File: src/hw/agc_loop_defines.vh
/*
 * Constants for the receive gain-control loop: register addresses,
 * field positions, reset values, dead zones and gain limits.
 * Assumes inclusion by bare name from the design files of this block.
 */
// Overview of operation
// RULE1: Hysteresis level picks none, low, medium or large dead zone; resets medium. Level zero still keeps a dead zone of 2 either side of the target.
// RULE2: After a gain step, wait 8, 16, 24 or 32 samples before accumulating.
// RULE3: Hold select zero adjusts gain freely; this is the reset value.
// RULE4: Hold select one stops gain changes once a sync word is found.
// RULE5: Hold select two fixes analog gain, digital gain still adjusts.
// RULE6: Hold select three fixes both gains, allowing manual gain override.
// RULE7: Amplitude averages over 8, 16, 32 or 64 samples; resets to 16.
// RULE8: On-off keyed decisions use a boundary from the same averaging length.
`ifndef AGC_LOOP_DEFINES_VH
`define AGC_LOOP_DEFINES_VH

// ============================================================
// Register map
`define AGC_CTRL0_ADDR  16'hDF19
`define AGC_GAIN_ADDR   16'hDF3E
`define AGC_STAT_ADDR   16'hDF3F
`define AGC_CTRL0_RST   8'h91

// ============================================================
// Fields of agc_control_0
`define HYST_MSB        7
`define HYST_LSB        6
`define WAIT_MSB        5
`define WAIT_LSB        4
`define HOLD_MSB        3
`define HOLD_LSB        2
`define FILT_MSB        1
`define FILT_LSB        0

// ============================================================
// Gain hold selections
`define HOLD_NONE       2'h0
`define HOLD_SYNC       2'h1
`define HOLD_ANALOG     2'h2
`define HOLD_BOTH       2'h3

// ============================================================
// Gain register fields and limits
`define ANA_MSB         6
`define ANA_LSB         4
`define DIG_MSB         2
`define DIG_LSB         0
`define GAIN_MAX        3'h7
`define ANA_GAIN_RST    3'h7
`define DIG_GAIN_RST    3'h0

// ============================================================
// Magnitude target and dead zones, upper and lower edges
`define MAGN_TARGET     8'h40
`define DZ_UP_L0        9'h002
`define DZ_DN_L0        9'h002
`define DZ_UP_L1        9'h004
`define DZ_DN_L1        9'h002
`define DZ_UP_L2        9'h008
`define DZ_DN_L2        9'h004
`define DZ_UP_L3        9'h010
`define DZ_DN_L3        9'h006
`define HYST_STEP       9'h002

// ============================================================
// Sample counts
`define WAIT_UNIT       6'h08
`define FILT_BASE       7'h08

`endif

File: src/hw/agc_loop_ctrl.v
/*
 * Receive gain-control loop: configuration register, amplitude
 * averaging, dead-zone decision with hysteresis, settling wait,
 * gain hold policy and on-off keyed slicing.
 * Assumes all inputs synchronous to mclk and a register master that
 * never issues read and write strobes together.
 */
`timescale 1ns/1ps
`include "agc_loop_defines.vh"

module agc_loop_ctrl (
    input  wire        mclk,
    input  wire        rst,
    input  wire [15:0] reg_addr,
    input  wire [7:0]  reg_wdata,
    input  wire        reg_wr,
    input  wire        reg_rd,
    output reg  [7:0]  reg_rdata,
    input  wire        samp_valid,
    input  wire [7:0]  samp_mag,
    input  wire        sync_found,
    input  wire        rx_restart,
    input  wire        ook_mode,
    output wire [2:0]  analog_gain,
    output wire [2:0]  digital_gain,
    output wire        gain_step,
    output wire        ook_bit,
    output wire [7:0]  amp_avg
);

    // ============================================================
    // Register state
    reg  [7:0] agc_control_0_q;
    reg  [2:0] ana_gain_q;
    reg  [2:0] ana_gain_d;
    reg  [2:0] dig_gain_q;
    reg  [2:0] dig_gain_d;
    reg        sync_seen_q;
    reg        step_q;
    reg        step_d;
    reg        last_up_q;
    reg        last_up_d;
    reg        last_dn_q;
    reg        last_dn_d;
    reg        ook_bit_q;

    wire [1:0] gain_hysteresis_level;
    wire [1:0] wait_sel;
    wire [1:0] gain_hold_select;
    wire [1:0] filt_sel;

    wire       avg_valid;
    wire [7:0] avg_mag;
    wire       settling;

    wire       wr_ctrl;
    wire       wr_gain;
    wire [2:0] hit;
    wire       filt_chg;

    assign gain_hysteresis_level =
        agc_control_0_q[`HYST_MSB:`HYST_LSB];
    assign wait_sel         = agc_control_0_q[`WAIT_MSB:`WAIT_LSB];
    assign gain_hold_select = agc_control_0_q[`HOLD_MSB:`HOLD_LSB];
    assign filt_sel         = agc_control_0_q[`FILT_MSB:`FILT_LSB];

    // One-hot register select: control, gain, status
    function [2:0] reg_sel;
        input [15:0] addr;
        begin
            reg_sel = {addr == `AGC_STAT_ADDR,
                       addr == `AGC_GAIN_ADDR,
                       addr == `AGC_CTRL0_ADDR};
        end
    endfunction

    assign hit     = reg_sel(reg_addr);
    assign wr_ctrl = reg_wr && hit[0];
    assign wr_gain = reg_wr && hit[1];

    // New block length restarts the average in progress
    assign filt_chg = wr_ctrl &&
        (reg_wdata[`FILT_MSB:`FILT_LSB] != filt_sel);

    // ============================================================
    // Configuration register
    always @(posedge mclk) begin
        if (rst) begin
            agc_control_0_q <= `AGC_CTRL0_RST; // see RULE1 see RULE3
        end else if (wr_ctrl) begin
            agc_control_0_q <= reg_wdata;
        end
    end

    // ============================================================
    // Sync word latch, set wins over restart
    always @(posedge mclk) begin
        if (rst) begin
            sync_seen_q <= 1'b0;
        end else begin
            sync_seen_q <= sync_found | (sync_seen_q & ~rx_restart);
        end
    end

    // ============================================================
    // Amplitude averaging and settling wait
    agc_amp_avg u_avg (
        .mclk       (mclk),
        .rst        (rst),
        .len_sel    (filt_sel),
        .clr        (step_q | settling | filt_chg),
        .samp_valid (samp_valid),
        .samp_mag   (samp_mag),
        .avg_valid  (avg_valid),
        .avg_mag    (avg_mag)
    ); // see RULE7

    agc_settle_wait u_wait (
        .mclk       (mclk),
        .rst        (rst),
        .wait_sel   (wait_sel),
        .start      (step_q),
        .samp_valid (samp_valid),
        .busy       (settling)
    ); // see RULE2

    // ============================================================
    // Dead zone edges for a hysteresis level
    function [8:0] dz_up;
        input [1:0] lvl;
        begin
            case (lvl)
                2'h0:    dz_up = `DZ_UP_L0;
                2'h1:    dz_up = `DZ_UP_L1;
                2'h2:    dz_up = `DZ_UP_L2;
                default: dz_up = `DZ_UP_L3;
            endcase
        end
    endfunction

    function [8:0] dz_dn;
        input [1:0] lvl;
        begin
            case (lvl)
                2'h0:    dz_dn = `DZ_DN_L0;
                2'h1:    dz_dn = `DZ_DN_L1;
                2'h2:    dz_dn = `DZ_DN_L2;
                default: dz_dn = `DZ_DN_L3;
            endcase
        end
    endfunction

    // Extra margin to reverse direction; none at level zero
    function [8:0] rev_margin;
        input [1:0] lvl;
        begin
            rev_margin = `HYST_STEP * {7'h00, lvl};
        end
    endfunction

    // ============================================================
    // Deviation and decision
    wire [8:0] up_edge;
    wire [8:0] dn_edge;
    wire [8:0] over;
    wire [8:0] under;
    wire       too_high;
    wire       too_low;
    wire       above;

    assign above   = (avg_mag > `MAGN_TARGET);
    assign over    = {1'b0, avg_mag} - {1'b0, `MAGN_TARGET};
    assign under   = {1'b0, `MAGN_TARGET} - {1'b0, avg_mag};

    // Symmetric zone at level zero, widening and skewed above it
    assign up_edge = dz_up(gain_hysteresis_level) +
                     (last_up_q ? rev_margin(gain_hysteresis_level)
                                : 9'h000); // see RULE1
    assign dn_edge = dz_dn(gain_hysteresis_level) +
                     (last_dn_q ? rev_margin(gain_hysteresis_level)
                                : 9'h000); // see RULE1

    assign too_high = above && (over > up_edge);
    assign too_low  = !above && (under > dn_edge);

    // ============================================================
    // Hold policy
    reg ana_free;
    reg dig_free;

    always @* begin
        case (gain_hold_select)
            `HOLD_NONE: begin
                ana_free = 1'b1; // see RULE3
                dig_free = 1'b1;
            end
            `HOLD_SYNC: begin
                ana_free = ~(sync_seen_q | sync_found); // see RULE4
                dig_free = ~(sync_seen_q | sync_found);
            end
            `HOLD_ANALOG: begin
                ana_free = 1'b0; // see RULE5
                dig_free = 1'b1;
            end
            default: begin
                ana_free = 1'b0; // see RULE6
                dig_free = 1'b0;
            end
        endcase
    end

    // ============================================================
    // Gain update: analog falls first, digital rises first
    wire decide;

    assign decide = avg_valid && !settling && !step_q; // see RULE2

    always @* begin
        ana_gain_d = ana_gain_q;
        dig_gain_d = dig_gain_q;
        step_d     = 1'b0;
        last_up_d  = last_up_q;
        last_dn_d  = last_dn_q;
        if (wr_gain && gain_hold_select == `HOLD_BOTH) begin
            ana_gain_d = reg_wdata[`ANA_MSB:`ANA_LSB]; // see RULE6
            dig_gain_d = reg_wdata[`DIG_MSB:`DIG_LSB];
        end else if (decide && too_high) begin
            if (ana_free && ana_gain_q != 3'h0) begin
                ana_gain_d = ana_gain_q - 3'h1;
                step_d     = 1'b1;
            end else if (dig_free && dig_gain_q != 3'h0) begin
                dig_gain_d = dig_gain_q - 3'h1;
                step_d     = 1'b1;
            end
            if (step_d) begin
                last_dn_d = 1'b1;
                last_up_d = 1'b0;
            end
        end else if (decide && too_low) begin
            if (dig_free && dig_gain_q != `GAIN_MAX) begin
                dig_gain_d = dig_gain_q + 3'h1;
                step_d     = 1'b1;
            end else if (ana_free && ana_gain_q != `GAIN_MAX) begin
                ana_gain_d = ana_gain_q + 3'h1;
                step_d     = 1'b1;
            end
            if (step_d) begin
                last_up_d = 1'b1;
                last_dn_d = 1'b0;
            end
        end
    end

    always @(posedge mclk) begin
        if (rst) begin
            ana_gain_q <= `ANA_GAIN_RST;
            dig_gain_q <= `DIG_GAIN_RST;
            step_q     <= 1'b0;
            last_up_q  <= 1'b0;
            last_dn_q  <= 1'b0;
        end else begin
            ana_gain_q <= ana_gain_d;
            dig_gain_q <= dig_gain_d;
            step_q     <= step_d;
            last_up_q  <= last_up_d;
            last_dn_q  <= last_dn_d;
        end
    end

    // ============================================================
    // On-off keyed slicer against the averaged amplitude
    always @(posedge mclk) begin
        if (rst) begin
            ook_bit_q <= 1'b0;
        end else if (samp_valid && ook_mode) begin
            ook_bit_q <= (samp_mag >= avg_mag); // see RULE8
        end
    end

    // ============================================================
    // Register read, data one cycle after the strobe
    always @(posedge mclk) begin
        if (rst) begin
            reg_rdata <= 8'h00;
        end else if (reg_rd) begin
            case (hit)
                3'h1:    reg_rdata <= agc_control_0_q;
                3'h2:    reg_rdata <= {1'b0, ana_gain_q,
                                       1'b0, dig_gain_q};
                3'h4:    reg_rdata <= {5'h00, ook_bit_q,
                                       sync_seen_q, settling};
                default:         reg_rdata <= 8'h00;
            endcase
        end else begin
            reg_rdata <= 8'h00;
        end
    end

    assign analog_gain  = ana_gain_q;
    assign digital_gain = dig_gain_q;
    assign gain_step    = step_q;
    assign ook_bit      = ook_bit_q;
    assign amp_avg      = avg_mag;

endmodule // agc_loop_ctrl

File: src/hw/agc_settle_wait.v
/*
 * Settling counter: after a gain step it counts channel-filter
 * samples and holds busy until the programmed number has passed.
 * Assumes one sample valid pulse per channel-filter sample.
 */
`timescale 1ns/1ps
`include "agc_loop_defines.vh"

module agc_settle_wait (
    input  wire       mclk,
    input  wire       rst,
    input  wire [1:0] wait_sel,
    input  wire       start,
    input  wire       samp_valid,
    output wire       busy
);

    reg  [5:0] cnt_q;
    reg  [5:0] cnt_d;
    wire [5:0] load_val;

    // 8, 16, 24 or 32 samples
    assign load_val = ({4'h0, wait_sel} + 6'h01) * `WAIT_UNIT; // see RULE2

    always @* begin
        cnt_d = cnt_q;
        if (start) begin
            cnt_d = load_val; // see RULE2
        end else if (samp_valid && cnt_q != 6'h00) begin
            cnt_d = cnt_q - 6'h01;
        end
    end

    always @(posedge mclk) begin
        if (rst) begin
            cnt_q <= 6'h00;
        end else begin
            cnt_q <= cnt_d;
        end
    end

    assign busy = (cnt_q != 6'h00);

endmodule // agc_settle_wait

File: src/hw/agc_amp_avg.v
/*
 * Block averager of channel-filter amplitude over 8, 16, 32 or 64
 * samples; emits one averaged magnitude per block.
 * Assumes samples arrive as one-cycle valid pulses.
 */
`timescale 1ns/1ps
`include "agc_loop_defines.vh"

module agc_amp_avg (
    input  wire       mclk,
    input  wire       rst,
    input  wire [1:0] len_sel,
    input  wire       clr,
    input  wire       samp_valid,
    input  wire [7:0] samp_mag,
    output reg        avg_valid,
    output reg  [7:0] avg_mag
);

    reg  [5:0]  cnt_q;
    reg  [13:0] acc_q;
    wire [13:0] sum;
    wire [6:0]  len;

    // Block length for a selection code
    function [6:0] len_of;
        input [1:0] sel;
        begin
            len_of = `FILT_BASE << sel;
        end
    endfunction

    // Scale a block sum down by its length
    function [7:0] scale;
        input [13:0] s;
        input [1:0]  sel;
        begin
            case (sel)
                2'h0:    scale = s[10:3];
                2'h1:    scale = s[11:4];
                2'h2:    scale = s[12:5];
                default: scale = s[13:6];
            endcase
        end
    endfunction

    assign len = len_of(len_sel); // see RULE7
    assign sum = acc_q + {6'h00, samp_mag};

    always @(posedge mclk) begin
        if (rst) begin
            cnt_q     <= 6'h00;
            acc_q     <= 14'h0000;
            avg_valid <= 1'b0;
            avg_mag   <= 8'h00;
        end else begin
            avg_valid <= 1'b0;
            if (clr) begin
                cnt_q <= 6'h00;
                acc_q <= 14'h0000;
            end else if (samp_valid) begin
                if ({1'b0, cnt_q} == len - 7'h01) begin
                    cnt_q     <= 6'h00;
                    acc_q     <= 14'h0000;
                    avg_valid <= 1'b1;
                    avg_mag   <= scale(sum, len_sel); // see RULE7
                end else begin
                    cnt_q <= cnt_q + 6'h01;
                    acc_q <= sum;
                end
            end
        end
    end

endmodule // agc_amp_avg

File: config.mk
export PLATFORM = sky130hd
export DESIGN_NAME = agc_loop_ctrl
export DESIGN_NICKNAME = d
export VERILOG_FILES = /design/src/hw/agc_loop_ctrl.v /design/src/hw/agc_settle_wait.v /design/src/hw/agc_amp_avg.v
export VERILOG_INCLUDE_DIRS = /design/src /design/src/hw
export SDC_FILE = /design/constraint.sdc
export NUM_CORES = 1
export LEC_CHECK = 0
export ABC_AREA = 1
export BUFFER_PORTS_ARGS = -buffer_cell sky130_fd_sc_hd__buf_4
export CAP_MARGIN = 20
export CELL_PAD_IN_SITES_DETAIL_PLACEMENT = 0
export CELL_PAD_IN_SITES_GLOBAL_PLACEMENT = 1
export CORE_MARGIN = 4
export CORE_UTILIZATION = 30
export DETAILED_ROUTE_END_ITERATION = 16
export PLACE_DENSITY_LB_ADDON = 0.25
export SYNTH_ARGS = -nofsm -noshare
export SYNTH_HDL_FRONTEND = slang
export SYNTH_HIERARCHICAL = 1
export SYNTH_SLANG_ARGS = --single-unit
File: constraint.sdc
create_clock -name mclk -period 2.9 [get_ports mclk]
set_clock_uncertainty 0.05 [all_clocks]
set_input_delay 0.58 -clock mclk [delete_from_list [all_inputs] [get_ports mclk]]
set_output_delay 0.58 -clock mclk [all_outputs]
set_load 0.005 [all_outputs]
==> out/results.tsv, run 1 <==
metric	value	unit
status	complete, no violations	
worstPathBufferInverterCount	2	
clkLatencyLatePin	0.34	ns
synth_nets	802	
synth.distinct_cells	52	
crit_fanout	9	
diodes	0	
switching_share	36.2	%
crit_family	simple AND/OR/NAND/NOR gates	
cpMostUsedCell	nor2_1	
synth_top_cell_by_area	dfxtp_1	
relSlewSlack	60.8	%
dieArea	18100	um2
ys_async_sr_fraction	0	%
antenna_left	0	
ios	64	
clk_pin_slew	0.06	ns
setup_violations	0	
via_per_inst	4.58	
routed_wirelength	13500	um
globalplace.congestion	0.864	
syn_area	4810	um2
nFillCells	1730	
syn_to_final_growth	21.0	%
ys.flop_type	dfxtp_1	
synth_top_cell_area_share	25.8	%
cts.sinks	62	
place_area	5550	um2
worst_slew_pin_slew	0.588	ns
first_pass_iters	5	
start_util	30.5	%
synthTopCellsByArea	dfxtp_1 26%, nand2_1 17%, ha_1 8.8%, inv_1 7.5%, nor2_1 5.2%	
drc	0	
setup.worst_path.end_class	register	
die_width	135	um
grtUsageTotal	15.3	%
min_period	2.62	ns
postCtsSetupBuffers	0	
slowest_delay	0.44	ns
drt_iter0_drc	238	
numCtsBuffers	9	
placeableCoreArea	15800	um2
final_cell_mix	218 x nand2_1, 96 x inv_1, 70 x buf_4	
grt_antenna_before_repair	0	
hold_slack	0.408	ns
crit_chain	nor2_1, ha_1, ha_1, inv_1, nor2_1, nand2_1, nor2_2, nor2_4, nand3_4, xor2_1, inv_1, ha_1, nor2_1, nor2_1, nand4_1, nand3_1	
finish.instance_area	5820	um2
max_freq	0.382	GHz
syn_inst	726	
max-clock-path-buffers	2	
io_buffers	63	
vias	4668	
p_switching	1.03	mW
hp-class	in -> reg	
pwr-share-clk	35.5	%
grt_start_max_net_pins	26	
htree_num_levels	3	
fin_util	36.9	%
cp.arrival	2.78	ns
grt-ovfl-total	0	
crit_type	reg -> reg	
final.setup.tns	0	ns
seqCellArea	1240	um2
post_drt_wl_per_cell	13.3	um
min_period_over_period	90.2	%
clock-root-buffer	clkbuf_16	
start_kind	register	
multi_input_area	3070	um2
post-dp-hpwl	10800	um
p_leak	2.79	nW
synth-seq-area-share	25.8	%
grt_pass1_vias	4550	
seqPwrFrac	34.2	%
cp_slowest_cell	dfxtp_1	
synth_edf_count	0	
internal_power	1.82	mW
syn_area_per_cell	6.63	um2
final_hold_viol_count	0	
drive_gt1_share	19.2	%
comb_power_share	30.3	%
cts_hold_buf	0	
final_common_cell	nand2_1	
layout.nets	874	
yosysWarnings	6	
cts_tree	done	
drv_slew	0	
grt_pass1_wl	22400	um
cts_resized	0	
required	3.07	ns
dieHeight	135	um
ys_seq_elements	62	
power_density	490	nW/um2
rsz0062_at_grt	no	
ir_drop	0.257	mV
drv_cap	0	
rows	46	
## metal layers
layer	up-vias	GRT usage, %	routed length [um]
met2	108	23.6	5840
met4	0	4.07	178
met5	-	0	0
met1	2084	21.8	6920
li1	2462	-	-
met3	14	3.17	570
## flip-flops by register name (all words and copies together), names as in the netlist
name,cells
sync_seen_q,1
last_dn_q,1
u_avg/cnt_q,6
agc_control_0_q,8
last_up_q,1
u_avg/avg_valid,1
ook_bit,1
analog_gain,3
reg_rdata,8
u_wait/cnt_q,6
u_avg/acc_q,14
digital_gain,3
gain_step,1
u_avg/avg_mag,8
## metrics by stage
| step | instances | setup slack, ns | power, mW |
|---|---|---|---|
| after global routing | 1019 | 0.0701 | 3.05 |
| after detailed placement | 1003 | 0.301 | 1.86 |
| after CTS | 1019 | 0.272 | 2.89 |
| final | 1019 | 0.284 | 2.85 |
| after floorplan | 726 | 0.346 | 1.60 |
| after global placement | 1003 | 0.304 | 1.85 |
## kinds of logic after synthesis
family          after synthesis  share of synthesized area, %
buf+inv                     122                          10.3
compound gates               80                          10.3
xor+xnor                     15                          2.73
fa+ha+maj                    36                          9.67
flops                        62                          25.8
simple gates                411                          41.2
## final cells by class
class	instances	area share [%]
flip-flops and latches	62	21.3
clock inverters	7	0.881
clock buffers	9	3.87
inverters	113	7.48
multi-input cells	542	52.8
repair buffers	70	9.03
well taps	216	4.64
## worst register-to-register path, cell delays in order (launching register included)
cell     delay [ns]
dfxtp_1        0.44
nor2_1         0.10
ha_1           0.29
ha_1           0.27
inv_1          0.03
nor2_1         0.08
nand2_1        0.07
nor2_2         0.13
nor2_4         0.06
nand3_4        0.15
xor2_1         0.16
inv_1          0.05
ha_1           0.27
nor2_1         0.11
nor2_1         0.05
nand4_1        0.09
nand3_1        0.08
## path summary, 6_finish.rpt
kind / to / from / cells after the start / slack, ns
setup / recovery: analog_gain[1]$_SDFFE_PP1P_ / agc_control_0_q[6]$_SDFFE_PP0P_ / 16 / 0.28
hold / removal: sync_seen_q$_SDFF_PP0_ / sync_found / 3 / 0.41
setup reg to reg: analog_gain[1]$_SDFFE_PP1P_ / agc_control_0_q[6]$_SDFFE_PP0P_ / 16 / 0.28
hold reg to reg: u_wait/cnt_q[0]$_SDFFE_PP0P_ / u_wait/cnt_q[0]$_SDFFE_PP0P_ / 2 / 0.42
## cell usage after synthesis, types with 5 or more instances
master	count
xor2_1	10
nand2_2	7
dfxtp_1	62
nand4_1	16
nor2_2	10
nand3_2	8
inv_1	96
xnor2_1	5
nand3_1	47
o21ai_0	9
ha_1	34
nand2_1	218
a21oi_1	41
inv_2	10
nor3_1	6
nor2_4	8
nor2_1	67
## power groups by stage
stage | sequential (mW) | combinational (mW) | clock (mW)
final | 0.975 | 0.865 | 1.01
after global routing | 0.985 | 0.990 | 1.08
after CTS | 0.976 | 0.871 | 1.04
after detailed placement | 0.994 | 0.866 | 0
after global placement | 0.992 | 0.859 | 0
after floorplan | 0.980 | 0.617 | 0
(Power assumes the default switching activity.)
==> run 2: changes to the inputs <==
Settings changed: ABC_AREA 1 to default, CORE_ASPECT_RATIO from default to 0.7, CORE_UTILIZATION 30 to 40.
==> run 2 against run 1 <==
Count of clock-buffer cells in the layout grew 4. Design area shrank 2.7%. Utilization grew 17 points. Largest power group is now combinational logic.
==> out/results.tsv, run 2 <==
metric	value	unit	change
grt_start_max_net_pins	32		+23%
cts_tree	done		
synth_nets	577		-28%
diodes	0		unchanged
min_period	2.88	ns	+0.262 ns
io_buffers	63		unchanged
synth.distinct_cells	87		+67%
synthTopCellsByArea	dfxtp_1 28%, ha_1 9.6%, a21oi_1 4.4%, nor2_1 3.4%, xnor2_1 2.6%		
synth-seq-area-share	28.1	%	+2.3 points
yosysMostFrequentCell	dfxtp_1		
grt_pass1_wl	19900	um	-11%
layout.nets	675		-23%
fin_util	53.7	%	+17 points
power	3.17	mW	+11%
ys.flop_type	dfxtp_1		
syn_inst	501		-31%
nFillCells	1021		-41%
setup.worst_path.end_class	register		
cp.arrival	3.10	ns	+0.32 ns
first_pass_iters	5		unchanged
grt_pass1_vias	3722		-18%
syn_to_final_growth	28.0	%	
rsz0062_at_grt	yes		
crit_type	reg -> reg		
place_area	5300	um2	-4.4%
relSlewSlack	63.8	%	+3.0 points
antenna_left	0		unchanged
largest_register_ffs	14		unchanged
p_leak	2.38	nW	-15%
rows	31		-33%
max-clock-path-buffers	2		unchanged
status	complete, no violations		
final.setup.tns	0	ns	unchanged
dieArea	12800	um2	-29%
post_drt_wl_per_cell	16.8	um	+27%
drive_gt1_share	28.0	%	+8.8 points
syn_area	4420	um2	-8.0%
max_freq	0.348	GHz	-9.1%
vias	4181		-10%
min_period_over_period	99.2	%	+9.0 points
met3_length	603	um	+5.8%
power_density	559	nW/um2	+14%
grt-ovfl-total	0		unchanged
die_width	134	um	-0.69%
grtUsageTotal	19.7	%	+4.4 points
met1_length	6770	um	-2.1%
drt_iter0_drc	224		-5.9%
clock-root-buffer	clkbuf_16		
drv_slew	0		unchanged
post-dp-hpwl	9710	um	-9.8%
drv_cap	0		unchanged
drc	0		unchanged
synth_top_cell_by_area	dfxtp_1		
yosysWarnings	6		unchanged
wl_met2	5180	um	-11%
ys_seq_elements	62		unchanged
clkLatencyLatePin	0.33	ns	about the same
final_cells	752		-26%
maxUsedRoutingLayer	met4		
place_ws	-0.149	ns	-0.450 ns
final_common_cell	buf_4		
ys_top_cells_by_count	62 x dfxtp_1, 40 x nor2_1, 39 x a21oi_1		
placeableCoreArea	10600	um2	-33%
setup_violations	0		unchanged
clk_pin_slew	0.06	ns	about the same
routed_wirelength	12600	um	-6.6%
layout_setup_ws	0.0227	ns	-0.262 ns
seqCellArea	1240	um2	+0.30%
final_cell_mix	103 x buf_4, 59 x dfxtp_1, 40 x nor2_1		
via_per_inst	5.56		+21%
hp-class	reg -> reg		
start_kind	register		
htree_num_levels	3		unchanged
syn_area_per_cell	8.83	um2	+33%
dieHeight	96.0	um	-29%
numCtsBuffers	9		unchanged
grt_antenna_before_repair	0		unchanged
largest_register	u_avg/acc_q		
final_hold_viol_count	0		unchanged
dpl.cell_count	731		-27%
worst_slew_pin_slew	0.540	ns	-0.0478 ns
ir_drop	0.319	mV	+24%
synth_edf_count	0		unchanged
hold_slack	0.421	ns	+0.0123 ns
cts.sinks	62		unchanged
ys_async_sr_fraction	0	%	unchanged
crit_fanout	5		-4
finish.instance_area	5660	um2	-2.7%
ios	64		unchanged
start_util	41.9	%	+11 points
synth_top_cell_area_share	28.1	%	+2.3 points
required	3.12	ns	+0.05 ns
multi_input_area	3080	um2	about the same
globalplace.congestion	0.866		+0.16%
-- run 2: cell types whose count changed after synthesis, sizes merged, moves of 7 or more --
cell	change
nand2	-200
inv	-82
nor2	-46
nand3	-44
nand2b	+12
mux2i	+11
nand4	-9
a21o	+8
or3	+8
xnor2	+8
and3	+7
-- run 2: report_power, final --
group          switching [mW]  leakage [nW]  internal (mW)  total [mW]
registers              0.0643         0.502          0.926       0.990
clock network           0.393         0.142          0.646        1.04
logic                   0.610          1.73          0.530        1.14
-- run 2: layout make-up --
| cell class | instances | share of cell area [%] |
|---|---|---|
| Clock buffer | 13 | 4.77 |
| Clock inverter | 3 | 0.309 |
| Inverter | 26 | 1.72 |
| Multi-Input combinational cell | 397 | 54.3 |
| Sequential cell | 62 | 22.0 |
| Tap cell | 148 | 3.27 |
| Timing Repair Buffer | 103 | 13.7 |
-- run 2: critical path, cell delays in order (launching register included) --
cell and delay (ns):
dfxtp_2 0.34, inv_2 0.08, ha_4 0.13, nor4b_4 0.22
nand2_2 0.10, or3b_4 0.40, a41oi_4 0.21, o211ai_4 0.14
or2_0 0.24, o32a_1 0.32, or4_1 0.51, nand3_1 0.09
-- run 2: path summary, 6_finish.rpt --
path                                 from                      endpoint  slack (ns)  depth (start not counted)
max          u_wait/cnt_q[0]$_SDFFE_PP0P_  digital_gain[2]$_SDFFE_PP0P_        0.02                         11
min reg2reg   u_avg/acc_q[7]$_SDFFE_PP0P_   u_avg/acc_q[7]$_SDFFE_PP0P_        0.42                          2
max reg2reg  u_wait/cnt_q[0]$_SDFFE_PP0P_  digital_gain[2]$_SDFFE_PP0P_        0.02                         11
min           u_avg/acc_q[7]$_SDFFE_PP0P_   u_avg/acc_q[7]$_SDFFE_PP0P_        0.42                          2
-- run 2: what timing repair did --
item                                    CTS  global route
gates resized for setup                   1             7
pin swaps                                 2             5
hold endpoints to repair                  0             0
cloned                                    0             0
endpoints found under the setup margin    5             7
setup buffers                             1             4
hold buffers                              0             0
-- run 2: logic make-up after synthesis --
kind of cell,share of synthesized area (%)
DFF,28.1
buffers and inverters,3.93
xor gates and xnor gates,4.55
muxes,4.27
and+or+nand+nor,22.5
adders and majority gates,10.5
AOI/OAI and AO/OA,26.1
-- run 2: metal layers --
layer | track usage [%] | vias up
li1 | - | 2077
met1 | 30.5 | 2018
met2 | 27.0 | 80
met3 | 4.70 | 6
met4 | 4.28 | 0
met5 | 0 | -
